File: src/fan_pwm_pkg.sv
/*
  constants for the fan pwm duty, frequency and lookup offset registers.
  assumes a 50 MHz system clock and an 8-bit register port from the serial bus.
*/
// Behaviour
// - with direct program clear, duty field is read-only and shows lookup duty.
// - with direct program set, software writes duty and it drives the fan.
// - during spin-up, reading the duty register returns zero.
// - pwm frequency is selected master clock divided by twice frequency field.
// - a frequency field of zero divides as though it held one.
// - unsigned 6-bit offset, one degree per step, is added to lookup thresholds.
// - unused upper bits of frequency, offset and hysteresis registers read zero.
// - 5-bit hysteresis, one degree per step, applies only to the release comparison once above threshold.
package fan_pwm_pkg;
  // ==========================================================================
  // register map
  localparam logic [7:0] ADDR_DUTY = 8'h4c;
  localparam logic [7:0] ADDR_FREQ = 8'h4d;
  localparam logic [7:0] ADDR_OFFSET = 8'h4e;
  localparam logic [7:0] ADDR_HYST = 8'h4f;
  localparam logic [5:0] RESET_DUTY = 6'h00;
  localparam logic [4:0] RESET_FREQ = 5'h17;
  localparam logic [5:0] RESET_OFFSET = 6'h00;
  localparam logic [4:0] RESET_HYST = 5'h04;
  localparam int DUTY_W = 6;
  localparam int FREQ_W = 5;
  localparam int OFFSET_W = 6;
  localparam int HYST_W = 5;
  localparam logic [4:0] FREQ_MIN = 5'h01;
  // ==========================================================================
  // timing
  localparam int CLK_HZ = 50_000_000;
  localparam int MCLK_FAST_HZ = 360_000;
  localparam int MCLK_SLOW_HZ = 1_400;
  localparam int FAST_DIV = (CLK_HZ + MCLK_FAST_HZ / 2) / MCLK_FAST_HZ;
  localparam int SLOW_DIV = (CLK_HZ + MCLK_SLOW_HZ / 2) / MCLK_SLOW_HZ;
  localparam int DIV_W = 16;
endpackage

File: src/fan_pwm_regs.sv
/*
  duty value, frequency divider, lookup offset and hysteresis registers with the
  pwm generator and threshold comparison they steer. assumes the serial-bus slave presents one-cycle
  read and write strobes with an 8-bit register address, and that the lookup
  table, spin-up logic and mode bits come in as levels synchronous to clk.
*/
`timescale 1ns/1ps
module fan_pwm_regs
  import fan_pwm_pkg::*;
#(
  parameter int SLOW_DIV_COUNT = SLOW_DIV
)
(
  input wire logic clk,
  input wire logic rst_n,
  input wire logic [7:0] reg_addr,
  input wire logic reg_wr,
  input wire logic reg_rd,
  input wire logic [7:0] reg_wdata,
  output logic [7:0] reg_rdata,
  input wire logic direct_program,
  input wire logic master_clock_slow,
  input wire logic spinup_active,
  input wire logic [5:0] lut_duty,
  input wire logic [6:0] lut_threshold,
  input wire logic [7:0] remote_temp,
  output logic temp_above,
  output logic pwm_out,
  output logic pwm_oe
);
  // ==========================================================================
  // register file
  logic [DUTY_W-1:0] duty_value_field;
  logic [FREQ_W-1:0] frequency_divider_field;
  logic [OFFSET_W-1:0] lut_temp_offset_field;
  logic [HYST_W-1:0] lut_hysteresis_field;
  logic [DUTY_W-1:0] next_duty_value_field;
  logic [FREQ_W-1:0] next_frequency_divider_field;
  logic [OFFSET_W-1:0] next_lut_temp_offset_field;
  logic [HYST_W-1:0] next_lut_hysteresis_field;
  logic [7:0] next_reg_rdata;
  logic [DUTY_W-1:0] selected_duty;

  always_comb
  begin
    selected_duty = direct_program ? duty_value_field : lut_duty;
    next_duty_value_field = duty_value_field;
    next_frequency_divider_field = frequency_divider_field;
    next_lut_temp_offset_field = lut_temp_offset_field;
    next_lut_hysteresis_field = lut_hysteresis_field;
    next_reg_rdata = reg_rdata;
    if (reg_wr)
    begin
      case (reg_addr)
        ADDR_DUTY: if (direct_program) next_duty_value_field = reg_wdata[DUTY_W-1:0];
        ADDR_FREQ: next_frequency_divider_field = reg_wdata[FREQ_W-1:0];
        // no sign bit is kept, so a value meant as negative wraps to a large offset
        ADDR_OFFSET: next_lut_temp_offset_field = reg_wdata[OFFSET_W-1:0];
        ADDR_HYST: next_lut_hysteresis_field = reg_wdata[HYST_W-1:0];
        default: ;
      endcase
    end
    if (reg_rd)
    begin
      case (reg_addr)
        ADDR_DUTY: next_reg_rdata = spinup_active ? 8'h00 : {2'h0, selected_duty};
        ADDR_FREQ: next_reg_rdata = {3'h0, frequency_divider_field};
        ADDR_OFFSET: next_reg_rdata = {2'h0, lut_temp_offset_field};
        ADDR_HYST: next_reg_rdata = {3'h0, lut_hysteresis_field};
        default: next_reg_rdata = 8'h00;
      endcase
    end
  end

  always_ff @(posedge clk)
  begin
    if (!rst_n)
    begin
      duty_value_field <= RESET_DUTY;
      frequency_divider_field <= RESET_FREQ;
      lut_temp_offset_field <= RESET_OFFSET;
      lut_hysteresis_field <= RESET_HYST;
      reg_rdata <= 8'h00;
    end
    else
    begin
      duty_value_field <= next_duty_value_field;
      frequency_divider_field <= next_frequency_divider_field;
      lut_temp_offset_field <= next_lut_temp_offset_field;
      lut_hysteresis_field <= next_lut_hysteresis_field;
      reg_rdata <= next_reg_rdata;
    end
  end

  // ==========================================================================
  // threshold comparison with offset and hysteresis
  logic [8:0] threshold_eff;
  logic [8:0] temp_plus_hyst;
  logic next_temp_above;

  always_comb
  begin
    threshold_eff = {2'h0, lut_threshold} + {3'h0, lut_temp_offset_field};
    // hysteresis is added to the reading so the lower bound can never underflow
    temp_plus_hyst = {1'h0, remote_temp} + {4'h0, lut_hysteresis_field};
    if (!temp_above)
      next_temp_above = {1'h0, remote_temp} > threshold_eff;
    else
      next_temp_above = temp_plus_hyst > threshold_eff;
  end

  always_ff @(posedge clk)
  begin
    if (!rst_n)
      temp_above <= 1'b0;
    else
      temp_above <= next_temp_above;
  end

  // ==========================================================================
  // master clock enable, period counter and output
  logic [DIV_W-1:0] mclk_count;
  logic [DIV_W-1:0] next_mclk_count;
  logic [DIV_W-1:0] mclk_limit;
  logic mclk_en;
  logic [FREQ_W:0] period_count;
  logic [FREQ_W:0] next_period_count;
  logic [FREQ_W-1:0] active_n;
  logic [FREQ_W-1:0] next_active_n;
  logic [DUTY_W-1:0] active_duty;
  logic [DUTY_W-1:0] next_active_duty;
  logic period_last;
  logic next_pwm_oe;

  always_comb
  begin
    mclk_limit = master_clock_slow ? DIV_W'(SLOW_DIV_COUNT - 1) : DIV_W'(FAST_DIV - 1);
    mclk_en = (mclk_count >= mclk_limit);
    next_mclk_count = mclk_en ? '0 : mclk_count + 1'b1;
    period_last = (period_count >= {active_n, 1'b0} - 1'b1);
    next_period_count = period_count;
    next_active_n = active_n;
    next_active_duty = active_duty;
    if (mclk_en)
    begin
      if (period_last)
      begin
        next_period_count = '0;
        // new settings wait for the boundary so no pulse is cut short
        next_active_duty = selected_duty;
        next_active_n = (frequency_divider_field == '0) ? FREQ_MIN : frequency_divider_field;
      end
      else
        next_period_count = period_count + 1'b1;
    end
    // high for duty/64 of the period: count/(2n) < duty/64
    next_pwm_oe = !(({6'h0, next_period_count} << 5) < (12'(next_active_duty) * 12'(next_active_n)));
  end

  always_ff @(posedge clk)
  begin
    if (!rst_n)
    begin
      mclk_count <= '0;
      period_count <= '0;
      active_n <= RESET_FREQ;
      active_duty <= RESET_DUTY;
      pwm_oe <= 1'b1;
      pwm_out <= 1'b0;
    end
    else
    begin
      mclk_count <= next_mclk_count;
      period_count <= next_period_count;
      active_n <= next_active_n;
      active_duty <= next_active_duty;
      pwm_oe <= next_pwm_oe;
      pwm_out <= 1'b0;
    end
  end

  // ==========================================================================
  // assertions
  // helper: clocks since the last master tick, and whether the fast clock held all that time
  logic [DIV_W-1:0] gap_count;
  logic [DIV_W-1:0] next_gap_count;
  logic fast_run;
  logic next_fast_run;

  always_comb
  begin
    next_gap_count = gap_count + 1'b1;
    next_fast_run = fast_run && !master_clock_slow;
    if (mclk_en)
    begin
      next_gap_count = '0;
      next_fast_run = !master_clock_slow;
    end
  end

  always_ff @(posedge clk)
  begin
    if (!rst_n)
    begin
      gap_count <= '0;
      fast_run <= 1'h0;
    end
    else
    begin
      gap_count <= next_gap_count;
      fast_run <= next_fast_run;
    end
  end
endmodule

File: config.mk
export PLATFORM = sky130hd
export DESIGN_NAME = fan_pwm_regs
export DESIGN_NICKNAME = d
export VERILOG_FILES = /design/src/fan_pwm_pkg.sv /design/src/fan_pwm_regs.sv
export SDC_FILE = /design/constraint.sdc
export NUM_CORES = 1
export LEC_CHECK = 0
export ABC_AREA = 1
export BUFFER_PORTS_ARGS = -buffer_cell sky130_fd_sc_hd__buf_2
export CORE_UTILIZATION = 55
export DETAILED_ROUTE_END_ITERATION = 6
export GPL_ROUTABILITY_DRIVEN = 0
export PLACE_DENSITY = 0.78
export SLEW_MARGIN = 20
export SYNTH_ARGS = -nofsm -noshare
export SYNTH_HDL_FRONTEND = slang
export SYNTH_SLANG_ARGS = --single-unit
File: constraint.sdc
create_clock -name clk -period 15 [get_ports clk]
set_input_delay 3 -clock clk [delete_from_list [all_inputs] [get_ports clk]]
set_output_delay 3 -clock clk [all_outputs]
set_load 0.03 [all_outputs]
* Yosys cells after proc, flatten, opt, wreduce, memory -nomap -nowiden
Cells that the tools add are included.
** Word-level totals
- Output and inout port bits :: 11
- Register bits after elaboration :: 65
- Word-level logic and storage cells :: 46
- Input port bits :: 44
** Operators by class
- $lt $le $gt $ge :: 5
- Add/subtract/negate cells :: 5
- Multiply operators :: 1
- Mux-type cells :: 12
- Equal/unequal tests :: 4
- Bitwise gates (word level) :: 1
- Reductions and logical operators :: 7
** Operator list (count)
- 6-bit 2-to-1 mux :: 6
- 8-bit by 7-bit == test with 1-bit output (second input constant) :: 4
- 6-bit case mux with 4 select lines :: 1
- 16-bit by 1-bit adder with 16-bit output (second input constant) :: 1
- 16-bit >= comparator :: 1
- 16-bit 2-to-1 mux :: 1
- 5-bit 2-to-1 mux :: 3
- 11-bit < comparator :: 1
- 6-bit by 5-bit multiplier with 11-bit output :: 1
- 8-bit by 5-bit adder with 9-bit output :: 1
- 9-bit by 8-bit greater-than comparator with 1-bit output :: 1
- 7-bit by 6-bit adder with 8-bit output :: 1
- 8-bit greater-than comparator :: 1
- 6-bit by 1-bit adder with 6-bit output (second input constant) :: 1
- 6-bit >= comparator :: 1
- 2-bit AND reduction :: 3
- 6-bit by 1-bit subtractor with 6-bit output (second input constant) :: 1
- 5-bit zero test :: 1
- 3-bit AND reduction :: 1
- 2-bit OR reduction :: 1
- 1-bit zero test :: 1
- 1-bit 2-to-1 mux :: 1
- 1-bit inverter :: 1

* Logic depth before layout (Yosys ltp)
- Depth after elaboration :: 7
- Mapped depth :: 34
- Mapped depth without buffers :: 34

* Worst setup path after synthesis
OpenSTA, ideal clock, no wires.
- Kind :: input -> register
- Start :: in master_clock_slow
- End :: reg pwm_oe
- Stages :: 26
- Library setup time :: 0.116 ns
- Setup slack :: 7.171 ns
- Arrival time :: 7.713 ns
- Buffers on the path :: 1
- Required time :: 14.884 ns
- Cells stage by stage :: inv_1 ha_1 a21oi_1 nand2_1 a21oi_4 nand2_4 nand2_8 buf_6 nand2_1 o21ai_2 nor2_1 fa_1 fa_1 inv_1 fa_1 inv_1 ha_1 inv_1 o21ai_0 nand2_1 o211ai_1 xor2_1 ha_1 a211oi_1 o221a_2 nand2_1
** Between the ends
- Word-level cells in the longest chain between the ends :: 6
- Elaborated cells between the ends (all ways) :: 8
- Those cells by class :: mul (1); order compare (2); mux (4); reduce/logical (1)
** Ends and longest elaborated chain
- from (decl) :: line fan_pwm_regs.sv:22 : input wire logic master_clock_slow,
- 16-bit 2-to-1 mux * :: line fan_pwm_regs.sv:137 : mclk_limit = master_clock_slow ? DIV_W'(SLOW_DIV_COUNT - 1) : DIV_W'(FAST_DIV - 1);
- 16-bit >= comparator * :: line fan_pwm_regs.sv:138 : mclk_en = (mclk_count >= mclk_limit);
- 6-bit 2-to-1 mux / 5-bit 2-to-1 mux (equally long branches) :: line fan_pwm_regs.sv:144 : if (mclk_en)
- 6-bit by 5-bit multiplier with 11-bit output :: line fan_pwm_regs.sv:157 : next_pwm_oe = !(({6'h0, next_period_count} << 5) < (12'(next_active_duty) * 12'(next_active_n)));
- 11-bit < comparator * :: line fan_pwm_regs.sv:157
- 1-bit zero test * :: line fan_pwm_regs.sv:157
- to (signal assigned) :: line fan_pwm_regs.sv:177 : pwm_oe <= next_pwm_oe;
- to (decl) :: line fan_pwm_regs.sv:29 : output logic pwm_oe
Every way passes the cells marked *; elsewhere a longest branch is shown, timed or not.
A chain may end at the register's enable or synchronous reset.

* Worst setup path after layout
Ends and elaborated chain as after synthesis.

==> results_dict.tcl <==
set metrics [dict create \
    grt_use_met3 0.03865 \
    routed_via_density 5.405 \
    die-width_um 98.23 \
    switching_share 0.2692 \
    portBuffers 49 \
    report.final.slew_viol_count 0 \
    layout.cells.most_common "nand2_1" \
    actual_slew_at_the_worst_max_slew_pin_ps 679.4 \
    power_per_cell_area_nw_per_um2 63.65 \
    core.rowCount 34 \
    synth-warning-count 0 \
    routed_wl_mm 11.47 \
    report.final.setup_viol 0 \
    cp.buffers_inverters 6 \
    layout.cells.most_common_list "148 x nand2_1, 97 x inv_1, 69 x a21oi_1" \
    seq_area_frac_synth 0.2477 \
    layoutNonFillerInstCount 879 \
    die_h_um 98.23 \
    grt_start_max_net_pins 26 \
    setup_total_negative_slack_ps 0 \
    grt_use_met2 0.4648 \
    slew-limit-headroom 0.5436 \
    crit_path_top_delay_cell "fa_1" \
    antenna_found_initial 0 \
    crit_top_cell "inv_1" \
    ff_to_ff_setup_slack_ps 8760 \
    setup.worst_path.end_class "register" \
    coreArea_um2 8848 \
    antenna_violating_nets_post_route 0 \
    drc 3 \
    layout_setup_ws_ps 6868 \
    cts_hold_buf 0 \
    met1_usage 0.2920 \
    max_clock_freq_mhz 123.0 \
    worstPathArrival_ps 8360 \
    ctsHtreeMaxLevel 3 \
    setup_slack_placement_ps 6486 \
    first_pass_grt_wire_length_mm 19.53 \
    failed_checks "design-rule violations" \
    run_status "finished, violations left" \
    timing.critical_path.fanout_max 19 \
    post_synth_inst_count 718 \
    cts_tree "built" \
    irDropWorstVdd_mv 0.04648 \
    finalCritPeriodShare 0.5421 \
    hold_path.class "reg -> reg" \
    worst-r2r-cell-count 29 \
    intPower_mw 0.2606 \
    initial_utilization 0.5755 \
    cpLargestDelayFamily "adder cells" \
    io_pins 55 \
    netlist_area_um2 5092 \
    dr.first_iter.drc_count 193 \
    cts_resized 0 \
    pwr-share-seq 0.475 \
    post_synth_num_cell_types 38 \
    globalRouteTotalUtil 0.2483 \
    maxCapViolations 0 \
    placed_cells_incl_taps 863 \
    gr_busiest_metal "met2" \
    critPathKind "in -> reg" \
    fillCellCount 798 \
    cp_slowest_stage_delay_ps 560 \
    ff_latch_area_um2 1261 \
    clkSinkCount 63 \
    final_hold_violations 0 \
    fp.dieArea_um2 9648 \
    unrepaired_setup_endpoints_after_global_routing "no" \
    drt-wirelength-per-cell_um 13.05 \
    share_clk_of_total_power 0.415 \
    ctsRootBufferMaster "clkbuf_8" \
    via_count_of_the_first_global_routing_pass 4546 \
    post_cts.repair.setup_buffers 0 \
    cts-buffers-inserted 9 \
    detailedRoute.firstPassIterationCount 7 \
    gr-total-overflow 0 \
    clock_slew_seen_by_the_registers_of_the_worst_setup_and_hold_paths_ps 70 \
    maximum_clock_path_buffer_count 2 \
    multiInputGateArea_um2 3364 \
    pwr-share-comb 0.111 \
    layout_min_cycle_time_ps 8132 \
    worst-path-stages 27 \
    synth.ff_latch_count 63 \
    hold_ws_ps 447.6 \
    n_antenna_cell 0 \
    leakage_nw 2.780 \
    min_delay_path_depth 1 \
    worstPathRequired_ps 15230 \
    timing.critical_path.from_type "input pin" \
    syn_area_per_cell_um2 7.092 \
    syn2layout_area_growth_pct 10.00 \
    place_hpwl_mm 9.287 \
    layout-drive-gt1-share 0.1206 \
    skew_ps 14.94 \
    worstSkewPairLatency_ps 340 \
    num_vias 4751 \
    finalNetCount 891 \
    power_switching_mw 0.09598 \
]
layer usage:
metal,up-vias,routed length (µm)
li1,2442,-
met4,0,154
met3,19,527
met5,-,0
met2,124,5802
met1,2166,4983
worst paths after layout:
path,startpoint,to
min reg2reg,mclk_count[0],mclk_count[0]
min,mclk_count[0],mclk_count[0]
max,master_clock_slow,pwm_oe
max reg2reg,active_n[0],pwm_oe
worst register-to-register path: cells and delay by family (launching register included):
family / cells / cell delay (ps)
AO/OA/AOI/OAI: 5 / 1050
buffers and inverters: 6 / 380
adder cells (fa/ha/maj): 7 / 2710
flip-flops: 1 / 330
XOR/XNOR: 2 / 340
AND/OR/NAND/NOR: 9 / 1320
power groups by stage:
stage	logic [mW]	clock network, mW	registers, mW
final	0.0394	0.148	0.169
after detailed placement	0.0391	0	0.173
after floorplan	0.0249	0	0.174
after global placement	0.0372	0	0.173
after global routing	0.0446	0.158	0.169
after CTS	0.0393	0.150	0.169
cell usage after synthesis (all sizes together):
master / n / share of area
dfxtp: 63 / 0.25
buf: 7 / 0.0098
nor3: 16 / 0.017
inv: 106 / 0.078
or2: 1 / 0.0012
nand3b: 1 / 0.0015
a211oi: 1 / 0.0015
nand3: 46 / 0.045
xnor2: 7 / 0.012
nor3b: 1 / 0.0015
xor2: 20 / 0.034
fa: 14 / 0.055
and2: 1 / 0.0012
nand4: 7 / 0.0086
o221a: 1 / 0.0022
nand2: 154 / 0.12
a21oi: 70 / 0.071
ha: 67 / 0.16
o21ai: 47 / 0.054
clkbuf: 7 / 0.0052
o211ai: 4 / 0.0059
conb: 1 / 0.00074
a21o: 2 / 0.0029
nor2: 67 / 0.050
nor4: 7 / 0.0086
stage by stage:
stage               power, mW  instance area, µm²    util
floorplan              0.1984                5100       -
global placement       0.2102                5404  0.6107
detailed placement     0.2122                5404  0.6107
CTS                    0.3582                5602  0.6331
global route           0.3721                5602  0.6331
finish                 0.3566                5602  0.6331
kinds of logic after synthesis:
group / Yosys count / synth area share
simple gates: 301 / 0.2545
compound gates: 125 / 0.1378
buf+inv: 120 / 0.09312
fa+ha+maj: 81 / 0.2197
flops: 63 / 0.2477
xor+xnor: 27 / 0.04644
other cells: 1 / 0.0007364
flip-flops by register name, indices dropped and copies added (netlist names):
signal	cells
mclk_count	16
active_duty	6
duty_value_field	6
lut_temp_offset_field	6
period_count	6
reg_rdata	6
active_n	5
frequency_divider_field	5
lut_hysteresis_field	5
pwm_oe	1
temp_above	1
cell type report:
cell class | instances | area share
multi-input cells | 537 | 0.6006
clock inverters | 6 | 0.01251
repair buffers | 49 | 0.04378
clock buffers | 10 | 0.02278
well taps | 108 | 0.02412
flip-flops and latches | 63 | 0.2252
inverters | 106 | 0.07103
(Power assumes the default switching activity.)
